===== src/pkg/rfid_head_pkg.sv =====
// constants shared by the read/write head object set
// assumes one 100 MHz clock and an object-dictionary access port
//
// Overview of operation
// - a tag read sets read error 0x00 ok, 0x01 no answer, 0x02 bad answer.
// - each tag write sets a separate write error with the same codes.
// - each tag access sets tag error 0x00 for none, 0x0F for any other.
// - tag error 0x01 unsupported, 0x02 malformed, 0x03 bad option.
// - tag error 0x10 no section, 0x11 locked again, 0x12 locked content.
// - tag error 0x13 program verify fail, 0x14 lock verify fail.
// - writing 0 to antenna enable turns the field off; no tag is seen.
// - writing 1 to antenna enable switches the field on again.
// - the type selection takes codes 1 to 13 only, code 1 user-defined.
// - supported types read at tag info sub-indices 0x01 to 0x0D; 0x0E to 0xFE read zero.
// - the tag type selection defaults to code 2.
// - the type is stored non-volatile only on the master's save trigger.
// - tag information objects read zero while no tag is detected, except sub-index 0 of 0x2180.
// - extended tag info is fetched only on the master's request.
// - strength reads 0 with no tag, else 1 weakest to 8 strongest.
package rfid_head_pkg;
  // object indices
  localparam logic [15:0] IDX_DEVICE_STATUS = 16'h2150;
  localparam logic [15:0] IDX_ANTENNA_ENABLE = 16'h2151;
  localparam logic [15:0] IDX_TAG_TYPE_SELECT = 16'h2161;
  localparam logic [15:0] IDX_SIGNAL_STRENGTH = 16'h2162;
  localparam logic [15:0] IDX_TAG_INFO = 16'h2180;
  localparam logic [15:0] IDX_TAG_INFO_EXT = 16'h2182;
  localparam logic [15:0] IDX_UID_LOW = 16'h2190;
  localparam logic [15:0] IDX_UID_HIGH = 16'h2191;
  localparam logic [15:0] IDX_SAVE_PARAM = 16'h1010;
  localparam logic [7:0] SUB_ZERO = 8'h00;
  localparam logic [7:0] SUB_SAVE_ALL = 8'h01;
  localparam logic [7:0] SUB_LIST_FIRST = 8'h01;
  localparam logic [7:0] SUB_LIST_LAST = 8'hFE;
  localparam logic [7:0] SUB_EXT_FIRST = 8'h01;
  localparam logic [7:0] SUB_EXT_LAST = 8'h08;
  localparam logic [31:0] SAVE_SIGNATURE = 32'h65766173;
  // tag type codes
  localparam logic [7:0] TYPE_MIN = 8'h01;
  localparam logic [7:0] TYPE_MAX = 8'h0D;
  localparam logic [7:0] TYPE_DEFAULT = 8'h02;
  // access result codes, shared by read and write
  localparam logic [7:0] ACC_OK = 8'h00;
  localparam logic [7:0] ACC_NO_ANSWER = 8'h01;
  localparam logic [7:0] ACC_RX_FAULT = 8'h02;
  // tag-side error codes
  localparam logic [7:0] TERR_NONE = 8'h00;
  localparam logic [7:0] TERR_CMD_UNSUPPORTED = 8'h01;
  localparam logic [7:0] TERR_MALFORMED = 8'h02;
  localparam logic [7:0] TERR_BAD_OPTION = 8'h03;
  localparam logic [7:0] TERR_OTHER = 8'h0F;
  localparam logic [7:0] TERR_SECTION_UNUSABLE = 8'h10;
  localparam logic [7:0] TERR_SECTION_LOCKED = 8'h11;
  localparam logic [7:0] TERR_SECTION_FROZEN = 8'h12;
  localparam logic [7:0] TERR_PROGRAM_VERIFY = 8'h13;
  localparam logic [7:0] TERR_LOCK_VERIFY = 8'h14;
  // signal strength range
  localparam logic [7:0] LEVEL_NONE = 8'h00;
  localparam logic [7:0] LEVEL_MIN = 8'h01;
  localparam logic [7:0] LEVEL_MAX = 8'h08;
  // device status layout
  localparam int ST_POW = 0;
  localparam int ST_ANT = 1;
  localparam int ST_PRESENT = 2;
  localparam int ST_BUSY = 3;
  localparam int ST_READ_LSB = 8;
  localparam int ST_WRITE_LSB = 16;
  localparam int ST_TAG_LSB = 24;
  localparam logic ANTENNA_RESET = 1'b1;
  // front-end outcome of one tag access
  typedef enum logic [1:0] {
    OUTCOME_OK,
    OUTCOME_NO_ANSWER,
    OUTCOME_RX_FAULT
  } outcome_t;
endpackage


===== src/design/rfid_head_objects.sv =====
// object set of the read/write head: errors, antenna, type, info, strength
// assumes the front end and object access port run on clk; one request
// at a time, answered exactly one cycle later
module rfid_head_objects #(
  parameter int EXT_BYTES = 8 // bytes of extended tag information
) (
  input wire logic clk, // 100 MHz clock
  input wire logic nrst, // asynchronous reset, active low
  // object dictionary access
  input wire logic od_req, // one-cycle request
  input wire logic od_write, // 1 write, 0 read
  input wire logic [15:0] od_index, // object index
  input wire logic [7:0] od_subindex, // object sub-index
  input wire logic [31:0] od_wdata, // write value
  output logic od_ack, // one-cycle answer
  output logic od_abort, // answer refuses the access
  output logic [31:0] od_rdata, // read value
  // transponder front end
  input wire logic tag_seen, // level, tag detected in field
  input wire logic front_busy, // level, tag access running
  input wire logic acc_done, // pulse, tag access finished
  input wire logic acc_is_write, // finished access was a write
  input wire rfid_head_pkg::outcome_t acc_outcome, // result of access
  input wire logic [7:0] acc_tag_code, // error code sent by tag
  input wire logic [3:0] strength_raw, // raw level, 0..15
  input wire logic [63:0] tag_uid, // uid of tag in field
  input wire logic ext_done, // pulse, extended info fetched
  input wire logic [8*EXT_BYTES-1:0] ext_data, // fetched bytes
  output logic ext_fetch_req, // pulse, fetch extended info
  output logic field_on, // level, antenna field enabled
  output logic [7:0] access_type, // type governing memory access
  // persistent storage
  input wire logic nv_type_valid, // stored type present
  input wire logic [7:0] nv_type, // stored type value
  output logic nv_save_req, // pulse, store nv_save_type
  output logic [7:0] nv_save_type // value to store
);
  import rfid_head_pkg::*;

  initial begin
    if (EXT_BYTES < 6 || EXT_BYTES > 8) begin
      $error("EXT_BYTES must lie in 6..8");
    end
  end

  localparam logic [7:0] EXT_SUB_LAST = 8'(EXT_BYTES);

  ////////////////////////////////////////////////////////////////////////
  // helpers

  function automatic logic [7:0] tag_code_class(input logic [7:0] code);
    unique case (code)
      TERR_NONE, TERR_CMD_UNSUPPORTED, TERR_MALFORMED, TERR_BAD_OPTION,
      TERR_SECTION_UNUSABLE, TERR_SECTION_LOCKED, TERR_SECTION_FROZEN,
      TERR_PROGRAM_VERIFY, TERR_LOCK_VERIFY:
        tag_code_class = code;
      default:
        tag_code_class = TERR_OTHER;
    endcase
  endfunction

  function automatic logic [7:0] outcome_code(input outcome_t o);
    unique case (o)
      OUTCOME_OK: outcome_code = ACC_OK;
      OUTCOME_NO_ANSWER: outcome_code = ACC_NO_ANSWER;
      OUTCOME_RX_FAULT: outcome_code = ACC_RX_FAULT;
      default: outcome_code = ACC_RX_FAULT;
    endcase
  endfunction

  function automatic logic type_legal(input logic [31:0] v);
    type_legal = (v >= 32'(TYPE_MIN)) && (v <= 32'(TYPE_MAX));
  endfunction

  function automatic logic hit(input logic [15:0] idx, input logic [7:0] sub);
    hit = (od_index == idx) && (od_subindex == sub);
  endfunction

  ////////////////////////////////////////////////////////////////////////
  // registers

  logic antenna_enable_reg;
  logic [7:0] tag_type_select_reg;
  logic [7:0] signal_strength_level_reg;
  logic [7:0] read_err_reg;
  logic [7:0] write_err_reg;
  logic [7:0] tag_err_reg;
  logic present_reg;
  logic nv_loaded_reg;
  logic ext_valid_reg;
  logic [8*EXT_BYTES-1:0] ext_reg;
  logic ext_pending_reg;
  logic od_ack_reg;
  logic od_abort_reg;
  logic [31:0] od_rdata_reg;
  logic ext_fetch_req_reg;
  logic nv_save_req_reg;
  logic [7:0] nv_save_type_reg;

  logic present_next;
  logic wr_antenna;
  logic wr_type;
  logic wr_save;
  logic wr_fetch;
  logic write_ok;
  logic [31:0] read_value;
  logic read_ok;

  // the field counts as empty whenever the antenna is off
  assign present_next = tag_seen && antenna_enable_reg;

  ////////////////////////////////////////////////////////////////////////
  // write decode

  always_comb begin
    wr_antenna = 1'b0;
    wr_type = 1'b0;
    wr_save = 1'b0;
    wr_fetch = 1'b0;
    write_ok = 1'b0;
    if (od_req && od_write) begin
      if (hit(IDX_ANTENNA_ENABLE, SUB_ZERO)) begin
        // only off and on mean anything; other values are refused
        wr_antenna = (od_wdata <= 32'h0000_0001);
        write_ok = wr_antenna;
      end else if (hit(IDX_TAG_TYPE_SELECT, SUB_ZERO)) begin
        wr_type = type_legal(od_wdata);
        write_ok = wr_type;
      end else if (hit(IDX_SAVE_PARAM, SUB_SAVE_ALL)) begin
        wr_save = (od_wdata == SAVE_SIGNATURE);
        write_ok = wr_save;
      end else if (hit(IDX_TAG_INFO_EXT, SUB_ZERO)) begin
        // a fetch without a tag would only time out in the front end
        wr_fetch = present_reg;
        write_ok = wr_fetch;
      end
    end
  end

  ////////////////////////////////////////////////////////////////////////
  // read decode

  always_comb begin
    read_value = 32'h0000_0000;
    read_ok = 1'b1;
    if (hit(IDX_DEVICE_STATUS, SUB_ZERO)) begin
      // busy is taken live so a poll sees a running access
      read_value[ST_POW] = 1'b1;
      read_value[ST_ANT] = antenna_enable_reg;
      read_value[ST_PRESENT] = present_reg;
      read_value[ST_BUSY] = front_busy;
      read_value[ST_READ_LSB +: 8] = read_err_reg;
      read_value[ST_WRITE_LSB +: 8] = write_err_reg;
      read_value[ST_TAG_LSB +: 8] = tag_err_reg;
    end else if (hit(IDX_ANTENNA_ENABLE, SUB_ZERO)) begin
      read_value = {31'h0000_0000, antenna_enable_reg};
    end else if (hit(IDX_TAG_TYPE_SELECT, SUB_ZERO)) begin
      read_value = {24'h00_0000, tag_type_select_reg};
    end else if (hit(IDX_SIGNAL_STRENGTH, SUB_ZERO)) begin
      read_value = {24'h00_0000, signal_strength_level_reg};
    end else if (od_index == IDX_TAG_INFO) begin
      if (od_subindex == SUB_ZERO) begin
        read_value = {24'h00_0000, SUB_LIST_LAST};
      end else if (od_subindex <= SUB_LIST_LAST) begin
        // entry n lists type code n up to TYPE_MAX; zero above it or without a tag
        if (present_reg && od_subindex <= TYPE_MAX) begin
          read_value = {24'h00_0000, od_subindex};
        end
      end else begin
        read_ok = 1'b0;
      end
    end else if (od_index == IDX_TAG_INFO_EXT) begin
      if (od_subindex >= SUB_EXT_FIRST && od_subindex <= EXT_SUB_LAST) begin
        if (ext_valid_reg) begin
          read_value = {24'h00_0000,
            ext_reg[8*(od_subindex - SUB_EXT_FIRST) +: 8]};
        end
      end else if (od_subindex != SUB_ZERO) begin
        read_ok = 1'b0;
      end
    end else if (hit(IDX_UID_LOW, SUB_ZERO)) begin
      read_value = present_reg ? tag_uid[31:0] : 32'h0000_0000;
    end else if (hit(IDX_UID_HIGH, SUB_ZERO)) begin
      read_value = present_reg ? tag_uid[63:32] : 32'h0000_0000;
    end else begin
      read_ok = 1'b0;
    end
  end

  ////////////////////////////////////////////////////////////////////////
  // access answer, always one cycle after the request

  always_ff @(posedge clk or negedge nrst) begin
    if (!nrst) begin
      od_ack_reg <= 1'b0;
      od_abort_reg <= 1'b0;
      od_rdata_reg <= 32'h0000_0000;
    end else begin
      od_ack_reg <= od_req;
      od_abort_reg <= od_req && (od_write ? !write_ok : !read_ok);
      if (od_req && !od_write && read_ok) begin
        od_rdata_reg <= read_value;
      end
    end
  end

  ////////////////////////////////////////////////////////////////////////
  // antenna field

  always_ff @(posedge clk or negedge nrst) begin
    if (!nrst) begin
      antenna_enable_reg <= ANTENNA_RESET;
    end else if (wr_antenna) begin
      antenna_enable_reg <= od_wdata[0];
    end
  end

  always_ff @(posedge clk or negedge nrst) begin
    if (!nrst) begin
      present_reg <= 1'b0;
    end else begin
      present_reg <= present_next;
    end
  end

  ////////////////////////////////////////////////////////////////////////
  // tag type: default, then stored value caught once after reset

  always_ff @(posedge clk or negedge nrst) begin
    if (!nrst) begin
      tag_type_select_reg <= TYPE_DEFAULT;
      nv_loaded_reg <= 1'b0;
    end else begin
      nv_loaded_reg <= 1'b1;
      if (wr_type) begin
        tag_type_select_reg <= od_wdata[7:0];
      end else if (!nv_loaded_reg && nv_type_valid &&
                   type_legal({24'h00_0000, nv_type})) begin
        tag_type_select_reg <= nv_type;
      end
    end
  end

  // storage is touched only on the explicit save command
  always_ff @(posedge clk or negedge nrst) begin
    if (!nrst) begin
      nv_save_req_reg <= 1'b0;
      nv_save_type_reg <= TYPE_DEFAULT;
    end else begin
      nv_save_req_reg <= wr_save;
      if (wr_save) begin
        nv_save_type_reg <= tag_type_select_reg;
      end
    end
  end

  ////////////////////////////////////////////////////////////////////////
  // access error codes
  // read and write codes kept apart so one never hides the other

  always_ff @(posedge clk or negedge nrst) begin
    if (!nrst) begin
      read_err_reg <= ACC_OK;
      write_err_reg <= ACC_OK;
      tag_err_reg <= TERR_NONE;
    end else if (acc_done) begin
      if (acc_is_write) begin
        write_err_reg <= outcome_code(acc_outcome);
      end else begin
        read_err_reg <= outcome_code(acc_outcome);
      end
      // a failed access, no answer or bad answer, leaves no tag code
      tag_err_reg <= (acc_outcome == OUTCOME_OK) ?
        tag_code_class(acc_tag_code) : TERR_NONE;
    end
  end

  ////////////////////////////////////////////////////////////////////////
  // extended tag information, fetched on demand only

  always_ff @(posedge clk or negedge nrst) begin
    if (!nrst) begin
      ext_fetch_req_reg <= 1'b0;
      ext_pending_reg <= 1'b0;
    end else begin
      ext_fetch_req_reg <= wr_fetch;
      if (!present_next) begin
        ext_pending_reg <= 1'b0;
      end else if (wr_fetch) begin
        // a fresh request outranks the answer to the previous one
        ext_pending_reg <= 1'b1;
      end else if (ext_done) begin
        ext_pending_reg <= 1'b0;
      end
    end
  end

  always_ff @(posedge clk or negedge nrst) begin
    if (!nrst) begin
      ext_valid_reg <= 1'b0;
      ext_reg <= '0;
    end else if (!present_next) begin
      ext_valid_reg <= 1'b0;
      ext_reg <= '0;
    end else if (ext_done && ext_pending_reg) begin
      ext_valid_reg <= 1'b1;
      ext_reg <= ext_data;
    end
  end

  ////////////////////////////////////////////////////////////////////////
  // signal strength

  always_ff @(posedge clk or negedge nrst) begin
    if (!nrst) begin
      signal_strength_level_reg <= LEVEL_NONE;
    end else if (!present_next) begin
      signal_strength_level_reg <= LEVEL_NONE;
    end else if ({4'h0, strength_raw} < LEVEL_MIN) begin
      // a detected tag never reports zero
      signal_strength_level_reg <= LEVEL_MIN;
    end else if ({4'h0, strength_raw} > LEVEL_MAX) begin
      // raw steps above the top of the scale are clipped, not wrapped
      signal_strength_level_reg <= LEVEL_MAX;
    end else begin
      signal_strength_level_reg <= {4'h0, strength_raw};
    end
  end

  ////////////////////////////////////////////////////////////////////////
  // outputs

  assign od_ack = od_ack_reg;
  assign od_abort = od_abort_reg;
  assign od_rdata = od_rdata_reg;
  assign ext_fetch_req = ext_fetch_req_reg;
  assign field_on = antenna_enable_reg;
  assign access_type = tag_type_select_reg;
  assign nv_save_req = nv_save_req_reg;
  assign nv_save_type = nv_save_type_reg;

endmodule // rfid_head_objects


===== config.mk =====
export PLATFORM = sky130hd
export DESIGN_NAME = rfid_head_objects
export DESIGN_NICKNAME = d
export VERILOG_FILES = /design/src/pkg/rfid_head_pkg.sv /design/src/design/rfid_head_objects.sv
export SDC_FILE = /design/constraint.sdc
export NUM_CORES = 1
export LEC_CHECK = 0
export BUFFER_PORTS_ARGS = -buffer_cell sky130_fd_sc_hd__clkbuf_2
export CAP_MARGIN = 20
export CELL_PAD_IN_SITES_DETAIL_PLACEMENT = 1
export CELL_PAD_IN_SITES_GLOBAL_PLACEMENT = 1
export CORE_UTILIZATION = 40
export CTS_CLUSTER_DIAMETER = 50
export DETAILED_ROUTE_END_ITERATION = 12
export PLACE_DENSITY_LB_ADDON = 0.1
export SYNTH_ARGS = -nofsm -noshare
export SYNTH_HDL_FRONTEND = slang
export SYNTH_SLANG_ARGS = --single-unit

===== constraint.sdc =====
create_clock -name clk -period 3.07 [get_ports clk]
set_input_delay 0.1535 -clock clk [delete_from_list [all_inputs] [get_ports clk]]
set_output_delay 0.1535 -clock clk [all_outputs]
set_load 0.05 [all_outputs]

# After elaboration in Yosys (flattened, before gate mapping)
# Cells that the tools add are included.
[totals]
ff_bits = 153
latchBits = 0
ramBits = 0
romBits = 0
inputBits = 216
output_inout_bits = 53
wordCells = 148
n_memories = 0
[classes]
add_sub_neg = 1
n_mul = 0
n_div = 0
n_lt_le_gt_ge = 11
eq_ne = 22
n_shift = 1
muxes = 63
bitwise_logic = 1
reduce_logical = 32
[op_table]
columns = ["op", "n"]
rows = [
  ["$mux 32", 9],
  ["$eq 16x14->1 const B", 8],
  ["$mux 64", 2],
  ["$mux 8", 9],
  ["$shiftx 64x33->8", 1],
  ["$eq 8x5->1 const B", 5],
  ["$mux 1", 36],
  ["$eq 32x31->1 const B", 1],
  ["$ge 32x1->1 const B", 1],
  ["$le 32x1->1 const B", 1],
  ["$le 32x4->1 const B", 1],
  ["$le 8x4->1 const B", 3],
  ["$mux 24", 1],
  ["$logic_and 1x1->1", 20],
  ["$mux 4", 5],
  ["$eq 16x13->1 const B", 1],
  ["$eq 8x1->1 const B", 2],
  ["$eq 8x2->1 const B", 2],
  ["$ge 8x1->1 const B", 2],
  ["$logic_not 8->1", 2],
  ["$reduce_or 9->1", 1],
  ["$sub 8x1->9 const B", 1],
  ["$le 8x8->1 const B", 1],
  ["$reduce_bool 8->1", 1],
  ["other kinds (11)", 15],
]

# Longest topological paths before layout
# Gate-level depths: netlist (run 1).
[logic_depth]
word_depth = 13
depth_mapped = 13
mapped_depth_nobuf = 8

# Worst setup path before layout (run 1)
# OpenSTA, ideal clock, no wires.
[synth_path]
path_kind = "input-to-reg"
from = "in od_subindex[0]"
to = "reg od_rdata_reg[16], in the netlist od_rdata[16]"
setup_time_ns = 0.125
t_arrival_ns = 3.049
required_time_ns = 2.945
path_slack_ns = -0.103
cell_stages = 13
path_buffers = 5
path_cell_list = "clkbuf_1 > buf_2 > inv_1 > ha_1 > and4b_1 > clkbuf_1 > and3_1 > clkbuf_1 > nand3_1 > buf_2 > mux2i_1 > o21ai_0 > mux2_2"
[synth_between]
elab_chain_len = 11
word_cells_on_any_way = 33
cone_classes = "order compare: 3; mux: 20; reduce/logical: 10"
[synth_rtl]
columns = ["element", "line_no", "rtl"]
rows = [
  ["start: declaration", "rfid_head_objects.sv:13", "input wire logic [7:0] od_subindex,"],
  ["branches (longest 11 deep; another with $ge 8x1->1)", "n/a", ""],
  ["end signal: assignment", "rfid_head_objects.sv:202", "od_rdata_reg <= read_value;"],
  ["end: declaration", "rfid_head_objects.sv:95", "logic [31:0] od_rdata_reg;"],
]
# Several ways; the timed one is not identified.
# A chain may end at the register's enable or synchronous reset.

# Worst setup path after layout (run 1)
[layout_path]
from = "in od_subindex[1]"
to = "reg od_rdata_reg[18], in the netlist od_rdata[18]"
# The elaborated chain is that of the path after synthesis.

==> flow_summary.toml, run 1 <==
[status]
outcome = "finished clean"

[floorplan]
chipHeight_um = 138
die_w_um = 138
core.rowCount = 49
start_util = 0.409
core_um2 = 18000
dieArea_um2 = 18900
io-pin-count = 269

[finish]
area_growth_pct = 40.4
largest_reg_flops = 64
final_cell_mix = "267 x clkbuf_2, 153 x nand2_1, 134 x dfrtp_1"
mostFrequentLayoutCell = "clkbuf_2"
drive_gt1_frac = 0.351
stdcell_area_um2 = 10300
final_nets = 1323

[cts]
cts_resized = 0
cts_tree = "built"
insertion_delay_ns = 0.43
clock_path_buffers = 2
cts_num_sinks = 137
cts_hold_buf = 68
clk_pin_slew_ns = 0.06
cts-root-buf = "clkbuf_16"
cts_buffers = 17
h-tree-depth = 4
cts_setup_buffers = 0

[power]
p_int_mw = 3.44
p_comb_frac = 0.108
seq_power_share = 0.409
p_sw_frac = 0.241
p_sw_mw = 1.09
p_per_area_nw_per_um2 = 440
ir_worst_vdd_mv = 0.379
p_clk_frac = 0.484
p_leak_nw = 4.90

[drt]
drtIter0Drc = 294
drc = 0
firstDrtPassIters = 4
drt-total-wl_um = 26200
vias_per_cell = 5.47
via_count = 7357
wire_per_inst_um = 19.5
ant_nets = 0

[critical_path]
crit_slowest_cell = "nor2_1"
worst_setup_path_end_kind = "flop"
critPathRequiredTime_ns = 3.37
cp_top_family = "simple AND/OR/NAND/NOR gates"
path_buf_inv = 3
path_class = "in -> reg"
start_kind = "primary input"
crit_fanout = 24
path_cells = "clkbuf_2 -> inv_1 -> ha_1 -> and4b_1 -> nand3_1 -> nor2_1 -> a211oi_2 -> a21oi_4 -> buf_12 -> mux2_2"
max_stage_delay_ns = 0.40
crit_arrival_ns = 2.60

[yosys]
synthAdderAreaFrac = 0.00681
synth_top_flop_cell = "dfrtp_1"
synth_edf_count = 0
synthXorXnorAreaFrac = 0.00119
synth-simple-area-share = 0.203
synth_cells = 767
syn-cell-area_um2 = 7350
yosysSeqAreaShare = 0.467
syn_area_per_cell_um2 = 9.58
synth_cell_types = 57
synth_seq_cells = 137
syn-num-nets = 987
async_reset_ff_frac = 1.00
synth_mux_area_frac = 0.159
synth_compound_area_frac = 0.132
synth_top_family_by_area = "simple AND/OR/NAND/NOR gates"
yosys_warnings = 0

[sta]
setup_viol = 0
relSlewSlack = 0.329
max_slew.worst_pin.slew_ns = 1.01
fmax_ghz = 0.434
rsz0062_at_grt = "false"
period_minus_slack_ns = 2.30
slew_violations = 0
skew_ns = 0.0106
fin_setup_tns_ns = 0
hold_viol_final = 0
post-route-period-util = 0.750

[global_routing]
grt_first_pass_wirelength_um = 40300
grt_max_degree = 100
grt_pass1_vias = 7638
grt-ovfl-total = 0
antenna_found_initial = 0
grtUsageTotal = 0.283

[placed_design]
placed_area_um2 = 9010
dpl.hpwl_um = 18100
gp_congestion = 0.875
io_buffer_count = 268

[hold_path]
hold_class = "in -> reg"

[job]
cap_violations = 0
==> worst paths after layout <==
| kind | from | end | slack, ns | depth (start not counted) |
|---|---|---|---|---|
| setup / recovery | od_subindex[1] | od_rdata[18] | 0.77 | 10 |
| setup reg to reg | ext_reg[42] | od_rdata[2] | 1.11 | 5 |
| hold / removal | od_wdata[1] | access_type[1] | 0.02 | 3 |
| max in group asynchronous | nrst | ext_reg[44] | 1.85 | 3 |
| hold reg to reg | nv_save_type[4] | nv_save_type[4] | 0.51 | 1 |
| min in group asynchronous | nrst | nv_loaded_reg | 0.34 | 2 |
==> cells in the mapped netlist, drive strengths merged (3+ instances only) <==
cell type | instances | area share
nand2b | 4 | 0.0034
o31ai | 6 | 0.0061
o211ai | 3 | 0.0031
dfrtp | 134 | 0.46
nor3 | 23 | 0.018
mux4 | 16 | 0.049
o311ai | 3 | 0.0036
a221oi | 7 | 0.0083
nand3 | 11 | 0.0075
ha | 4 | 0.0068
or3 | 6 | 0.0051
mux2 | 37 | 0.057
dfstp | 3 | 0.011
nor2 | 40 | 0.020
and3 | 8 | 0.0068
o21ai | 28 | 0.019
mux2i | 39 | 0.053
inv | 11 | 0.0056
buf | 12 | 0.0090
nor3b | 3 | 0.0031
clkbuf | 31 | 0.016
nand4 | 23 | 0.020
a211o | 4 | 0.0048
a31oi | 3 | 0.0026
nor4 | 12 | 0.010
a211oi | 3 | 0.0037
nor2b | 9 | 0.0077
nand2 | 155 | 0.079
a21oi | 96 | 0.067
or4 | 5 | 0.0061
==> final cells by class <==
type	count	area, um2
multi-input combinational	576	3700
sequential	137	3430
fill	2110	7650
tap	229	287
timing repair buffer	360	2230
antenna	1	2.50
inverter	11	41.3
clock inverter	12	173
clock buffer	20	447
==> cells by family (layout without fill, tap and decap cells) <==
group | count (synthesis) | after routing
xor gates and xnor gates | 1 | 1
other | 1 | 2
muxes | 92 | 92
buffers and inverters | 54 | 403
AOI/OAI and AO/OA | 165 | 165
DFF | 137 | 137
and+or+nand+nor | 313 | 313
adders and majority gates | 4 | 4
==> worst reg2reg max path, cell delays in order (launching register included) <==
cell,delay [ns]
dfrtp_1,0.38
mux4_2,0.48
mux2i_1,0.23
nor3_1,0.07
o311ai_0,0.52
a21oi_1,0.13
==> per-layer routing <==
| layer | share of wire | global-route usage |
|---|---|---|
| met5 | 0 | 0 |
| met4 | 0.025 | 0.115 |
| met3 | 0.059 | 0.0585 |
| met2 | 0.50 | 0.477 |
| met1 | 0.42 | 0.353 |
==> stage by stage <==
step                      utilization  hold WS, ns  power, mW  worst slack, ns  instances
after floorplan                     -       -0.142       2.03            0.136        767
after global placement          0.502        0.324       2.29            0.387       1245
after detailed placement        0.502        0.327       2.30            0.365       1245
after CTS                       0.574      0.00237       4.56            0.799       1345
after global routing            0.574       0.0188       4.67            0.553       1345
final                           0.574       0.0179       4.54            0.766       1346
==> power by group through the flow <==
| stage | logic, mW | clock network (mW) | registers (mW) |
|---|---|---|---|
| after floorplan | 0.116 | 0 | 1.92 |
| after global placement | 0.409 | 0 | 1.88 |
| after detailed placement | 0.415 | 0 | 1.89 |
| after CTS | 0.484 | 2.22 | 1.85 |
| after global routing | 0.532 | 2.28 | 1.86 |
| final | 0.489 | 2.19 | 1.85 |
No activity file was read; power rests on OpenSTA's default activity.
==> run 2, diff against run 1 <==
--- a/config.mk
+++ b/config.mk
@@ -5,11 +5,12 @@
 export SDC_FILE = /design/constraint.sdc
 export NUM_CORES = 1
 export LEC_CHECK = 0
+export ABC_AREA = 1
 export BUFFER_PORTS_ARGS = -buffer_cell sky130_fd_sc_hd__clkbuf_2
 export CAP_MARGIN = 20
 export CELL_PAD_IN_SITES_DETAIL_PLACEMENT = 1
 export CELL_PAD_IN_SITES_GLOBAL_PLACEMENT = 1
-export CORE_UTILIZATION = 40
+export CORE_UTILIZATION = 32
 export CTS_CLUSTER_DIAMETER = 50
 export DETAILED_ROUTE_END_ITERATION = 12
 export PLACE_DENSITY_LB_ADDON = 0.1
==> constraint.sdc (replaced) <==
create_clock -name clk -period 1.8 [get_ports clk]
set_input_delay 0.09 -clock clk [delete_from_list [all_inputs] [get_ports clk]]
set_output_delay 0.09 -clock clk [all_outputs]
set_load 0.05 [all_outputs]
==> run 2 against run 1 <==
Register-to-register slack got worse by 0.89 ns. First-iteration DRC count up 65%. Hold slack lost 0.0062 ns. Final area increased by 15%. Non-clock buffer count rose by 62. Critical path depth down 6. Global-route usage down 4.0 points. Critical path type is now reg -> reg. Die area rose by 38%. Flip-flop and latch count stayed put. Highest routed layer unchanged.
==> flow_summary.toml, run 2 <==
[finish]
largest_reg_flops = 64
stdcell_area_um2 = 11800
n_antenna_cell = 0
utilization = 0.480
drive_gt1_frac = 0.274
area_growth_pct = 45.4
final_nets = 1764
mostFrequentLayoutCell = "clkbuf_2"
final_cell_mix = "267 x clkbuf_2, 208 x nand2_1, 166 x inv_1"

[power]
ir_worst_vdd_mv = 0.391
p_per_area_nw_per_um2 = 739
p_leak_nw = 6.39

[placed_design]
io_buffer_count = 268
dpl.hpwl_um = 22900
placed_area_um2 = 10300
place_ws_ns = -0.138
gp_congestion = 0.822

[hold_path]
worstHoldEndpoint = "signal_strength_level_reg[0]"
hold_start = "strength_raw[2]"
whs_path_depth = 4
hold_class = "in -> reg"

[global_routing]
grt-ovfl-total = 0
grt_max_degree = 49
grtUsageTotal = 0.244
grt_util_met1 = 0.324
antenna_found_initial = 0
busiest_layer = "met2"
grt_first_pass_wirelength_um = 49600
grt_pass1_vias = 9605
grtUsageMet2 = 0.405
grt_use_met3 = 0.0434

[critical_path]
worst_setup_path_end_kind = "flop"
r2r-end = "signal_strength_level_reg[2]"
path_class = "reg -> reg"
critPathRequiredTime_ns = 2.17
r2r_start = "field_on"
start_kind = "flop"
crit_arrival_ns = 1.95
ff2ff_path_depth = 4
rrSetupSlack_ns = 0.22
crit_fanout = 5

[cts]
cts-root-buf = "clkbuf_16"
cts_tree = "built"
cts_setup_buffers = 0
h-tree-depth = 4
clock_path_buffers = 2
cts_buffers = 17
insertion_delay_ns = 0.43
cts_num_sinks = 137
clk_pin_slew_ns = 0.06

[yosys]
yosys_warnings = 0
synth_top_flop_cell = "dfrtp_1"
synthAdderAreaFrac = 0.00616
syn_area_per_cell_um2 = 7.03
synth_top_family_by_area = "simple AND/OR/NAND/NOR gates"
synth_commonest_cells = "209 x nand2_1, 167 x inv_1, 154 x nand3_1"
syn-cell-area_um2 = 8130
yosysTopAreaCellShare = 0.413
yosys.area.top_type = "dfrtp_1"
synth-simple-area-share = 0.316
synthXorXnorAreaFrac = 0
synth_cell_types = 45
synth_edf_count = 0
synth_cells = 1156
syn-num-nets = 1376
yosysMostFrequentCell = "nand2_1"
synth_mux_area_frac = 0
async_reset_ff_frac = 1.00
synth_seq_cells = 137
ys_top_cells_by_area = "dfrtp_1 41%, nand2_1 9.7%, nand3_1 9.5%"
synth_compound_area_frac = 0.137
yosysSeqAreaShare = 0.422

[sta]
period_minus_slack_ns = 1.58
setup_ws_ns = 0.215
slew_violations = 0
skew_ns = 0.0132
hold_viol_final = 0
setup_viol = 0
relSlewSlack = 0.642
fmax_ghz = 0.631
post-route-period-util = 0.880
rsz0062_at_grt = "false"
max_slew.worst_pin.slew_ns = 0.537

[drt]
drt-total-wl_um = 30400
vias_per_cell = 4.83
drc = 0
drtIter0Drc = 485
firstDrtPassIters = 5
ant_nets = 0
wire_per_inst_um = 16.2
via_count = 9085

[floorplan]
io-pin-count = 269
dieArea_um2 = 26000
die_w_um = 161
chipHeight_um = 161
start_util = 0.330
core_um2 = 24600
core.rowCount = 57

[status]
outcome = "finished clean"

[job]
cap_violations = 0
## run 2: cell count changes after synthesis, sizes merged, moves of 10 or more
cell,previous run,this run
o211ai,3,14
o21ai,28,140
a21oi,96,44
buf,12,22
inv,11,182
nand3,11,160
mux2,37,0
nand2,155,212
mux4,16,0
nor2,40,153
mux2i,39,0
## run 2: layout make-up
type	instances	area (um2)
Inverter	184	699
Timing Repair Buffer	422	2850
Clock inverter	14	220
Clock buffer	17	425
Sequential cell	137	3430
Multi-Input combinational cell	782	3780
Tap cell	324	405
Fill cell	3198	12800
## run 2: cells by family after synthesis
logic type | after synthesis
AO/OA/AOI/OAI | 203
adder cells (fa/ha/maj) | 4
buffers and inverters | 237
flip-flops | 137
other | 1
AND/OR/NAND/NOR | 574
## run 2: metal layers
| layer | part of all wire | wire length [um] |
|---|---|---|
| met1 | 0.46 | 14000 |
| met3 | 0.049 | 1500 |
| met2 | 0.47 | 14400 |
| met5 | 0 | 0 |
| met4 | 0.015 | 465 |
## run 2: how the worst max path moves through the flow
stage	depth (start not counted)	endpoint	slack [ns]	start
after global routing	16	od_rdata[0]	0.03	od_subindex[1]
after CTS	7	read_err_reg[1]	0.02	acc_is_write
after detailed placement	16	od_rdata[3]	-0.14	od_subindex[1]
final	4	signal_strength_level_reg[2]	0.22	field_on
after floorplan	18	od_rdata[12]	-0.07	od_subindex[0]
after global placement	16	od_rdata[3]	-0.04	od_subindex[1]
## run 2: metrics by stage
stage                     hold slack (ns)  total power [mW]  std cells  setup TNS, ns
after floorplan                    -0.206              4.04       1156          -1.61
after global placement             0.0792              4.71       1764         -0.523
after detailed placement           0.0876              4.73       1764          -3.69
after CTS                         0.00426              8.83       1881              0
after global routing               0.0327              9.11       1880              0
final                              0.0118              8.74       1880              0
## run 2: report_power, final
| group | internal, mW | switching [mW] |
|---|---|---|
| clock | 2.46 | 1.45 |
| sequential | 3.26 | 0.0927 |
| combinational | 0.591 | 0.884 |
| total | 6.31 | 2.42 |
## run 2: what timing repair did
item,in CTS,in global routing
setup endpoints to repair,0,1
hold endpoints to repair,127,0
resized for setup,0,2
hold buffers,86,0
## run 2: critical path, cell delays in order, from the launching register on
cell,delay (ns)
dfstp_2,0.52
nand2_1,0.12
buf_4,0.19
nor3_1,0.12
dlygate4sd3_1,0.56
